### src/verilog/acr_pkg.sv
// Overview of operation
// - mode bits 3:2 pick ready pin source
// - idle pin high, or floating when tristate set
// - ready shows as low level or fixed pulse
// - clock bits 13:8 enable channels 5..0
// - clock bit 7 turns crystal oscillator off
// - clock bit 6 selects external reference
// - clock bits 4:2 pick oversampling ratio
// - clock bits 1:0 pick power mode
// - gain bits 14:12, 10:8 for channels 3, 2
// - gain codes for channels 1, 0 too
package acr_pkg;

  // register indices, byte address is four times the index
  localparam logic [7:0] IDX_MODE = 8'h02;
  localparam logic [7:0] IDX_CLOCK = 8'h03;
  localparam logic [7:0] IDX_GAIN = 8'h04;
  localparam logic [7:0] IDX_IRQ_STAT = 8'h10;
  localparam logic [7:0] IDX_IRQ_EN = 8'h11;
  localparam logic [7:0] IDX_IRQ_CLR = 8'h12;
  localparam logic [7:0] IDX_CHAN_PEND = 8'h13;

  // reset values
  localparam logic [15:0] MODE_RST = 16'h0510;
  localparam logic [15:0] CLOCK_RST = 16'h7F0E;
  localparam logic [15:0] GAIN_RST = 16'h0000;

  // writable bits; reserved bits are not stored by writes and read as zero, except clock bit 14, which reset sets
  localparam logic [15:0] MODE_MASK = 16'h3F1F;
  localparam logic [15:0] CLOCK_MASK = 16'h3FDF;
  localparam logic [15:0] GAIN_MASK = 16'h7777;
  localparam logic [15:0] CLOCK_RSVD = 16'hC020;
  localparam logic [15:0] GAIN_RSVD = 16'h8888;

  // field positions
  localparam int MODE_SEL_LSB = 2;
  localparam int MODE_HIZ_BIT = 1;
  localparam int MODE_FMT_BIT = 0;
  localparam int CLK_EN_LSB = 8;
  localparam int CLK_XTAL_BIT = 7;
  localparam int CLK_EXTREF_BIT = 6;
  localparam int CLK_OSR_LSB = 2;
  localparam int CLK_PWR_LSB = 0;
  localparam int CLK_PWR_HIRES_BIT = 1;

  // ready source codes; both remaining codes mean most leading
  localparam logic [1:0] SEL_LAG = 2'h0;
  localparam logic [1:0] SEL_OR = 2'h1;

  // interrupt status bits
  localparam int IRQ_W = 2;
  localparam int IRQ_READY_BIT = 0;
  localparam int IRQ_RSVD_BIT = 1;

  // ready pulse length in master clock cycles
  localparam int PULSE_CYCLES_DEF = 8;
  localparam int NUM_CHAN = 6;

  // oversampling ratio table
  localparam logic [15:0] OSR_BASE = 16'h0080;
  localparam logic [15:0] OSR_TOP = 16'h3F80;
  localparam logic [2:0] OSR_TOP_CODE = 3'h7;

  localparam logic [2:0] HSIZE_WORD = 3'h2;

  typedef struct packed {
    logic [1:0] ready_source_select;
    logic ready_idle_tristate;
    logic ready_pulse_format;
  } acr_ready_cfg_t;

  typedef struct packed {
    logic [5:0] chan_enable;
    logic crystal_osc_off;
    logic external_reference_select;
    logic [2:0] oversampling_ratio;
    logic [1:0] power_mode_select;
  } acr_clock_cfg_t;

  typedef struct packed {
    logic [2:0] amp_gain_chan3;
    logic [2:0] amp_gain_chan2;
    logic [2:0] amp_gain_chan1;
    logic [2:0] amp_gain_chan0;
  } acr_gain_t;

  // decimation ratio from its three-bit code
  function automatic logic [15:0] osr_decode(input logic [2:0] code);
    osr_decode = (code == OSR_TOP_CODE) ? OSR_TOP : 16'(OSR_BASE << code);
  endfunction

endpackage

### src/verilog/acr_config_regs.sv
// The AHB-Lite interface to the registers is this design's own decision.
`timescale 1ns/1ns
module acr_config_regs #(
  parameter int PULSE_CYCLES = acr_pkg::PULSE_CYCLES_DEF
) (
  input wire logic sys_clk,
  input wire logic rst,
  // ahb-lite slave
  input wire logic hsel,
  input wire logic [31:0] haddr,
  input wire logic [1:0] htrans,
  input wire logic hwrite,
  input wire logic [2:0] hsize,
  input wire logic [31:0] hwdata,
  input wire logic hready,
  output logic hreadyout,
  output logic hresp,
  output logic [31:0] hrdata,
  // conversion datapath, same clock
  input wire logic [5:0] chan_done,
  input wire logic data_consumed,
  // ready pin, three signals
  input wire logic conv_ready_pin_in,
  output logic conv_ready_pin_out,
  output logic conv_ready_pin_oe,
  // configuration towards the analog side
  output acr_pkg::acr_ready_cfg_t ready_cfg,
  output acr_pkg::acr_clock_cfg_t clock_cfg,
  output acr_pkg::acr_gain_t gain_cfg,
  output logic [15:0] osr_ratio,
  output logic high_res_mode,
  output logic irq
);

  typedef enum logic {ACR_BUS_IDLE, ACR_BUS_DATA} acr_bus_state_t;

  acr_bus_state_t bus_state_reg;
  logic [7:0] idx_reg;
  logic wr_reg;
  logic ok_reg;
  logic [15:0] mode_reg;
  logic [15:0] clock_reg;
  logic [15:0] gain_reg;
  logic [5:0] pend_reg;
  logic [acr_pkg::IRQ_W-1:0] stat_reg;
  logic [acr_pkg::IRQ_W-1:0] irq_en_reg;
  logic lag_prev_reg;
  logic any_prev_reg;
  logic [1:0] pin_sync_reg;

  logic accept;
  logic wr_en;
  logic [15:0] wdata;
  logic [5:0] en;
  logic lag_lvl;
  logic any_lvl;
  logic src_lvl;
  logic fire;
  logic pulse_active;
  logic active_now;
  logic [acr_pkg::IRQ_W-1:0] stat_next;
  logic [acr_pkg::IRQ_W-1:0] stat_set;
  logic [acr_pkg::IRQ_W-1:0] stat_clr;
  logic [5:0] pend_clr;
  logic [31:0] rd_word;

  function automatic logic wr_hit(input logic [7:0] idx, input logic [7:0] want);
    wr_hit = (idx == want);
  endfunction

  ////////////////////////////////////////////////////////////////////////////
  // bus slave

  // one wait state per transfer keeps hrdata a flop and avoids stale reads
  assign accept = hsel && htrans[1] && hready && (bus_state_reg == ACR_BUS_IDLE);
  assign wr_en = (bus_state_reg == ACR_BUS_DATA) && wr_reg && ok_reg;
  assign wdata = hwdata[15:0];

  always_ff @(posedge sys_clk) begin
    if (rst) begin
      bus_state_reg <= ACR_BUS_IDLE;
      hreadyout <= 1'b1;
      idx_reg <= 8'h00;
      wr_reg <= 1'b0;
      ok_reg <= 1'b0;
    end else begin
      unique case (bus_state_reg)
        ACR_BUS_IDLE: begin
          if (accept) begin
            bus_state_reg <= ACR_BUS_DATA;
            hreadyout <= 1'b0;
            idx_reg <= haddr[9:2];
            wr_reg <= hwrite;
            ok_reg <= (haddr[31:10] == 22'h000000) && (haddr[1:0] == 2'h0) &&
                      (hsize == acr_pkg::HSIZE_WORD);
          end
        end
        ACR_BUS_DATA: begin
          bus_state_reg <= ACR_BUS_IDLE;
          hreadyout <= 1'b1;
        end
      endcase
    end
  end

  // response is always okay
  always_ff @(posedge sys_clk) begin
    if (rst) begin
      hresp <= 1'b0;
    end else begin
      hresp <= 1'b0;
    end
  end

  // read mux; unmapped and odd-sized accesses read zero
  always_comb begin
    rd_word = 32'h00000000;
    if (ok_reg) begin
      unique case (idx_reg)
        acr_pkg::IDX_MODE: rd_word = {16'h0000, mode_reg};
        acr_pkg::IDX_CLOCK: rd_word = {16'h0000, clock_reg};
        acr_pkg::IDX_GAIN: rd_word = {16'h0000, gain_reg};
        acr_pkg::IDX_IRQ_STAT: rd_word = {30'h00000000, stat_reg};
        acr_pkg::IDX_IRQ_EN: rd_word = {30'h00000000, irq_en_reg};
        acr_pkg::IDX_CHAN_PEND: rd_word = {23'h000000, pin_sync_reg[1], 2'h0, pend_reg};
        default: rd_word = 32'h00000000;
      endcase
    end
  end

  always_ff @(posedge sys_clk) begin
    if (rst) begin
      hrdata <= 32'h00000000;
    end else if (bus_state_reg == ACR_BUS_DATA && !wr_reg) begin
      hrdata <= rd_word;
    end
  end

  ////////////////////////////////////////////////////////////////////////////
  // configuration registers

  always_ff @(posedge sys_clk) begin
    if (rst) begin
      mode_reg <= acr_pkg::MODE_RST;
    end else if (wr_en && wr_hit(idx_reg, acr_pkg::IDX_MODE)) begin
      mode_reg <= wdata & acr_pkg::MODE_MASK;
    end
  end

  // reserved bits are dropped; software is expected to write zero there
  always_ff @(posedge sys_clk) begin
    if (rst) begin
      clock_reg <= acr_pkg::CLOCK_RST;
    end else if (wr_en && wr_hit(idx_reg, acr_pkg::IDX_CLOCK)) begin
      clock_reg <= wdata & acr_pkg::CLOCK_MASK;
    end
  end

  always_ff @(posedge sys_clk) begin
    if (rst) begin
      gain_reg <= acr_pkg::GAIN_RST;
    end else if (wr_en && wr_hit(idx_reg, acr_pkg::IDX_GAIN)) begin
      gain_reg <= wdata & acr_pkg::GAIN_MASK;
    end
  end

  // configuration fields out to the converter
  always_ff @(posedge sys_clk) begin
    if (rst) begin
      ready_cfg <= '0;
      clock_cfg <= '0;
      gain_cfg <= '0;
      osr_ratio <= acr_pkg::OSR_BASE;
      high_res_mode <= 1'b0;
    end else begin
      ready_cfg.ready_source_select <= mode_reg[acr_pkg::MODE_SEL_LSB +: 2];
      ready_cfg.ready_idle_tristate <= mode_reg[acr_pkg::MODE_HIZ_BIT];
      ready_cfg.ready_pulse_format <= mode_reg[acr_pkg::MODE_FMT_BIT];
      clock_cfg.chan_enable <= clock_reg[acr_pkg::CLK_EN_LSB +: 6];
      clock_cfg.crystal_osc_off <= clock_reg[acr_pkg::CLK_XTAL_BIT];
      clock_cfg.external_reference_select <= clock_reg[acr_pkg::CLK_EXTREF_BIT];
      clock_cfg.oversampling_ratio <= clock_reg[acr_pkg::CLK_OSR_LSB +: 3];
      clock_cfg.power_mode_select <= clock_reg[acr_pkg::CLK_PWR_LSB +: 2];
      osr_ratio <= acr_pkg::osr_decode(clock_reg[acr_pkg::CLK_OSR_LSB +: 3]);
      // codes 10 and 11 both mean high resolution
      high_res_mode <= clock_reg[acr_pkg::CLK_PWR_HIRES_BIT];
      gain_cfg <= {gain_reg[14:12], gain_reg[10:8], gain_reg[6:4], gain_reg[2:0]};
    end
  end

  ////////////////////////////////////////////////////////////////////////////
  // ready source selection

  assign en = clock_reg[acr_pkg::CLK_EN_LSB +: 6];

  // host consumes results by the datapath strobe or a one-to-clear write
  assign pend_clr = {6{data_consumed}} |
                    ((wr_en && wr_hit(idx_reg, acr_pkg::IDX_CHAN_PEND)) ? wdata[5:0] : 6'h00);

  // a new result wins over a clear in the same cycle
  always_ff @(posedge sys_clk) begin
    if (rst) begin
      pend_reg <= 6'h00;
    end else begin
      pend_reg <= (pend_reg & ~pend_clr) | (chan_done & en);
    end
  end

  // lagging: every enabled channel has data; leading: the first has
  assign lag_lvl = (|en) && (&(pend_reg | ~en));
  assign any_lvl = |(pend_reg & en);

  always_ff @(posedge sys_clk) begin
    if (rst) begin
      lag_prev_reg <= 1'b0;
      any_prev_reg <= 1'b0;
    end else begin
      lag_prev_reg <= lag_lvl;
      any_prev_reg <= any_lvl;
    end
  end

  // or mode pulses on each enabled result, leading only on the first
  always_comb begin
    if (mode_reg[acr_pkg::MODE_SEL_LSB +: 2] == acr_pkg::SEL_LAG) begin
      src_lvl = lag_lvl;
      fire = lag_lvl && !lag_prev_reg;
    end else if (mode_reg[acr_pkg::MODE_SEL_LSB +: 2] == acr_pkg::SEL_OR) begin
      src_lvl = any_lvl;
      fire = |(chan_done & en);
    end else begin
      src_lvl = any_lvl;
      fire = any_lvl && !any_prev_reg;
    end
  end

  acr_pulse_timer #(
    .CYCLES(PULSE_CYCLES)
  ) u_pulse (
    .sys_clk(sys_clk),
    .rst(rst),
    .fire(fire && mode_reg[acr_pkg::MODE_FMT_BIT]),
    .active(pulse_active)
  );

  assign active_now = mode_reg[acr_pkg::MODE_FMT_BIT] ? pulse_active : src_lvl;

  // pin: low while active, else high or released
  always_ff @(posedge sys_clk) begin
    if (rst) begin
      conv_ready_pin_out <= 1'b1;
      conv_ready_pin_oe <= 1'b1;
    end else begin
      conv_ready_pin_out <= !active_now;
      conv_ready_pin_oe <= active_now || !mode_reg[acr_pkg::MODE_HIZ_BIT];
    end
  end

  // pin readback, two stages; software sees the wire level in the pending register
  always_ff @(posedge sys_clk) begin
    if (rst) begin
      pin_sync_reg <= 2'h0;
    end else begin
      pin_sync_reg <= {pin_sync_reg[0], conv_ready_pin_in};
    end
  end

  ////////////////////////////////////////////////////////////////////////////
  // interrupts

  assign stat_set[acr_pkg::IRQ_READY_BIT] = fire;
  assign stat_set[acr_pkg::IRQ_RSVD_BIT] = wr_en &&
    ((wr_hit(idx_reg, acr_pkg::IDX_CLOCK) && |(wdata & acr_pkg::CLOCK_RSVD)) ||
     (wr_hit(idx_reg, acr_pkg::IDX_GAIN) && |(wdata & acr_pkg::GAIN_RSVD)));
  assign stat_clr = (wr_en && wr_hit(idx_reg, acr_pkg::IDX_IRQ_CLR)) ?
                    wdata[acr_pkg::IRQ_W-1:0] : '0;
  assign stat_next = (stat_reg & ~stat_clr) | stat_set;

  always_ff @(posedge sys_clk) begin
    if (rst) begin
      stat_reg <= '0;
      irq_en_reg <= '0;
      irq <= 1'b0;
    end else begin
      stat_reg <= stat_next;
      if (wr_en && wr_hit(idx_reg, acr_pkg::IDX_IRQ_EN)) begin
        irq_en_reg <= wdata[acr_pkg::IRQ_W-1:0];
      end
      irq <= |(stat_next & irq_en_reg);
    end
  end

  ////////////////////////////////////////////////////////////////////////////
  // checks

  logic [15:0] pw_cnt_reg;

  always_ff @(posedge sys_clk) begin
    if (rst) begin
      pw_cnt_reg <= 16'h0000;
    end else begin
      pw_cnt_reg <= pulse_active ? pw_cnt_reg + 16'h0001 : 16'h0000;
    end
  end
endmodule

### src/verilog/acr_pulse_timer.sv
`timescale 1ns/1ns
// fixed-length active pulse; a new fire restarts the count
module acr_pulse_timer #(
  parameter int CYCLES = acr_pkg::PULSE_CYCLES_DEF
) (
  input wire logic sys_clk,
  input wire logic rst,
  input wire logic fire,
  output logic active
);

  localparam int CW = $clog2(CYCLES + 1);
  localparam logic [CW-1:0] LOAD = CW'(CYCLES - 1);

  logic [CW-1:0] cnt_reg;

  // active for exactly CYCLES cycles after the fire edge
  always_ff @(posedge sys_clk) begin
    if (rst) begin
      active <= 1'b0;
      cnt_reg <= '0;
    end else if (fire) begin
      active <= 1'b1;
      cnt_reg <= LOAD;
    end else if (active) begin
      if (cnt_reg == '0) begin
        active <= 1'b0;
      end else begin
        cnt_reg <= cnt_reg - 1'b1;
      end
    end
  end

endmodule

### config.mk
export PLATFORM = sky130hd
export DESIGN_NAME = acr_config_regs
export DESIGN_NICKNAME = d
export VERILOG_FILES = /design/src/verilog/acr_pkg.sv /design/src/verilog/acr_config_regs.sv /design/src/verilog/acr_pulse_timer.sv
export SDC_FILE = /design/constraint.sdc
export NUM_CORES = 1
export LEC_CHECK = 0
export ABC_AREA = 1
export BUFFER_PORTS_ARGS = -buffer_cell sky130_fd_sc_hd__buf_2
export CAP_MARGIN = 20
export CORE_ASPECT_RATIO = 1.1
export CORE_MARGIN = 1
export CORE_UTILIZATION = 35
export DETAILED_ROUTE_END_ITERATION = 8
export SKIP_CTS_REPAIR_TIMING = 1
export SLEW_MARGIN = 20
export SYNTH_ARGS = -nofsm -noshare
export SYNTH_HDL_FRONTEND = slang
export SYNTH_SLANG_ARGS = --single-unit
### constraint.sdc
create_clock -name sys_clk -period 3.8 [get_ports sys_clk]
set_input_delay 0.57 -clock sys_clk [delete_from_list [all_inputs] [get_ports sys_clk]]
set_output_delay 0.57 -clock sys_clk [all_outputs]
set_load 0.01 [all_outputs]
==> metrics.md <==
| Metric | Value |
|---|---|
| Status | finished clean |
| WHS Endpoint | pin_sync_reg[0] |
| Worst slew pin tran | 0.7546 ns |
| Pwr dens | 482.2 nW/um^2 |
| Maximum vdd ir drop | 296.2 uV |
| WHS Path Cells | 3 |
| Initial Utilization | 0.3580 |
| # clock sinks | 123 |
| Ports | 165 |
| FF+latch count, synth | 123 |
| Synth top cells by count | 123 x dfxtp_1, 103 x nand2_1, 69 x nand3_1 |
| H-tree levels | 4 |
| R2r startpoint | ok_reg |
| Crit path launch | ok_reg |
| DIE WIDTH | 117.7 microns |
| Layout area overhead | 22.66% |
| Ranking of synthesized cells by area | dfxtp_1 48%, nand2_1 7.5%, nand3_1 6.7%, a21oi_1 5.5%, inv_1 4.8% |
| Async S/R FF share, synth | 0 |
| Sequential fraction of the synthesis area | 0.4780 |
| EDFF count, synth | 0 |
| Maximum root-to-sink buffer count | 2 |
| Final nets | 856 |
| Row cnt | 46 |
| GPL Wtd Cong | 0.8076 |
| Worst slew margin | 0.4964 |
| DP Wirelength | 9.606 mm |
| Max Slew Vio Count | 0 |
| 1st-pass router iterations | 5 |
| Port Buf Inserts | 121 |
| Max Freq | 446.4 MHz |
| Mean area per synthesized cell | 7.840 sq um |
| First-pass GRT wire length | 21.15 mm |
| Share of layout cells above drive strength 1 | 0.2398 |
| Clk_lat worst skew | 0.42 ns |
| DIE HEIGHT | 129.2 microns |
| Routed wire per std cell | 13.43 microns |
| DRC Markers | 0 |
| Flop2flop setup slack | 1.56 ns |
| Yosys top cell area share | 0.4780 |
| Critical Path RT | 4.16 ns |
| Largest fanout on the critical path | 25 |
| DP Area | 5758 sq um |
| Crit path DAT | 2.60 ns |
| Post-Syn Instances | 657 |
| Ys Warns | 0 |
| Fin area | 6319 sq um |
| Most frequent cell after synthesis | dfxtp_1 |
| Via Count | 4538 |
| Max Clock Skew | 0.01655 ns |
| Largest net degree at the start of global routing | 71 |
| Initial DRC count | 319 |
| Global Route Usage Sum | 0.1813 |
| Ant diodes | 0 |
| Floorplan core area | 14390 sq um |
| Initial antenna violation count | 1 |
| Worst setup SP type | flop |
| Reg2reg end | irq |
| Final hold vios | 0 |
| RSZ-0062 raised after global routing | false |
| TNS Setup | 0 ns |
| Cells on worst reg2reg path | 6 |
| Via/cell ratio | 4.650 |
| Max cap viols | 0 |
| CTS buffer count | 17 |
| Kind of critical path | reg -> reg |
| Max FFs per register | 15 |
| Clock Pin Slew Worst Setup and Hold Paths | 0.05 ns |
| Mapped Area | 5151 sq um |
| Clock tree root buffer cell | clkbuf_16 |
| Synth Flop Type | dfxtp_1 |
| Synth unique cells | 39 |
| Final setup fails | 0 |
| Post-DRT Antenna Nets | 0 |
| Vias in the first global route | 4132 |
| Crit share post-route | 0.5895 |
| Tmin final | 2.240 ns |
| TritonCTS clock tree | built |
| Hold Path Class | in -> reg |
| Critical Path Sink Type | flop |
| Hold_sp | conv_ready_pin_in |
| Routed WL | 13.11 mm |
| Die area | 15210 sq um |
| Yosys top cell by area | dfxtp_1 |
| Fillers | 1524 |
| Grt ovf | 0 |
| Static Leak | 2.892 nW |
cell type report:
| cell class | count | area, sq um | share of cell area |
|---|---|---|---|
| Clock buffer | 23 | 467.9 | 0.07406 |
| Clock inverter | 7 | 92.59 | 0.01465 |
| Inverter | 78 | 292.8 | 0.04634 |
| Multi-Input combinational cell | 429 | 2135 | 0.3378 |
| Sequential cell | 123 | 2462 | 0.3897 |
| Tap cell | 192 | 240.2 | 0.03802 |
| Timing Repair Buffer | 124 | 628.1 | 0.09941 |
kinds of logic (layout without fill, tap and decap cells):
logic type / after synthesis / count (layout) / synth area share
fa+ha+maj: 1 / 1 / 0.002429
compound gates: 126 / 126 / 0.1380
xor+xnor: 1 / 1 / 0.001701
buf+inv: 131 / 232 / 0.1265
flops: 123 / 123 / 0.4780
other cells: 1 / 27 / 0.0007280
simple gates: 274 / 274 / 0.2526
placed cells by master (no fill, tap or decap), types with 2 or more instances in the layout:
| cell | instances |
|---|---|
| a211oi_1 | 3 |
| a21oi_1 | 57 |
| a21oi_2 | 5 |
| a31oi_1 | 2 |
| buf_2 | 121 |
| buf_4 | 3 |
| bufinv_16 | 2 |
| clkbuf_1 | 4 |
| clkbuf_16 | 17 |
| clkbuf_8 | 2 |
| clkinv_2 | 2 |
| clkinvlp_4 | 3 |
| conb_1 | 27 |
| dfxtp_1 | 123 |
| inv_1 | 66 |
| inv_2 | 11 |
| nand2_1 | 103 |
| nand2_2 | 4 |
| nand2_4 | 5 |
| nand3_1 | 69 |
| nand3b_1 | 3 |
| nand4_1 | 6 |
| nor2_1 | 66 |
| nor2_2 | 2 |
| nor2_4 | 6 |
| nor2_8 | 2 |
| nor3_1 | 2 |
| nor4_1 | 4 |
| o211ai_1 | 12 |
| o21ai_0 | 27 |
| o21ai_1 | 13 |
| o22ai_1 | 3 |
where the power goes:
group	switching, W	internal [W]
Combinational	0.000121	0.0000599
Sequential	0.0000140	0.00131
Clock	0.000554	0.000988
per-layer routing:
| layer | vias up | global-route usage | wire, microns |
|---|---|---|---|
| met5 | - | 0 | 0 |
| met4 | 0 | 0.08522 | 263 |
| met3 | 17 | 0.04930 | 831 |
| met2 | 176 | 0.2986 | 6150 |
| met1 | 2025 | 0.2209 | 5866 |
| li1 | 2320 | - | - |
worst max-delay path, cell delays in order (launching register included):
cell,delay [ns]
dfxtp_1,0.77
nand3_4,0.33
nor2_4,0.58
o21ai_1,0.19
nand3_1,0.13
nand3_1,0.08
nand2_1,0.10
metrics by stage:
stage / hold WS [ns] / setup WS [ns] / cells / utilization / power, W
after floorplan: 0.3883 / 2.346 / 683 / - / 0.001485
after global placement: 0.4292 / 1.597 / 946 / 0.4002 / 0.001532
after detailed placement: 0.4346 / 1.598 / 946 / 0.4002 / 0.001533
after CTS: 0.3432 / 1.576 / 976 / 0.4391 / 0.003068
after global routing: 0.3603 / 1.334 / 976 / 0.4391 / 0.003167
final: 0.3454 / 1.560 / 976 / 0.4391 / 0.003047
worst max path at each step:
stage / to / slack (ns) / cells after the start
6_report: irq / 1.56 / 6
5_1_grt: irq / 1.33 / 8
4_1_cts: irq / 1.58 / 8
3_5_place_dp: irq / 1.60 / 8
3_3_place_gp: irq / 1.60 / 6
2_1_floorplan: clock_cfg[0] / 2.35 / 4
(Power assumes the default switching activity.)
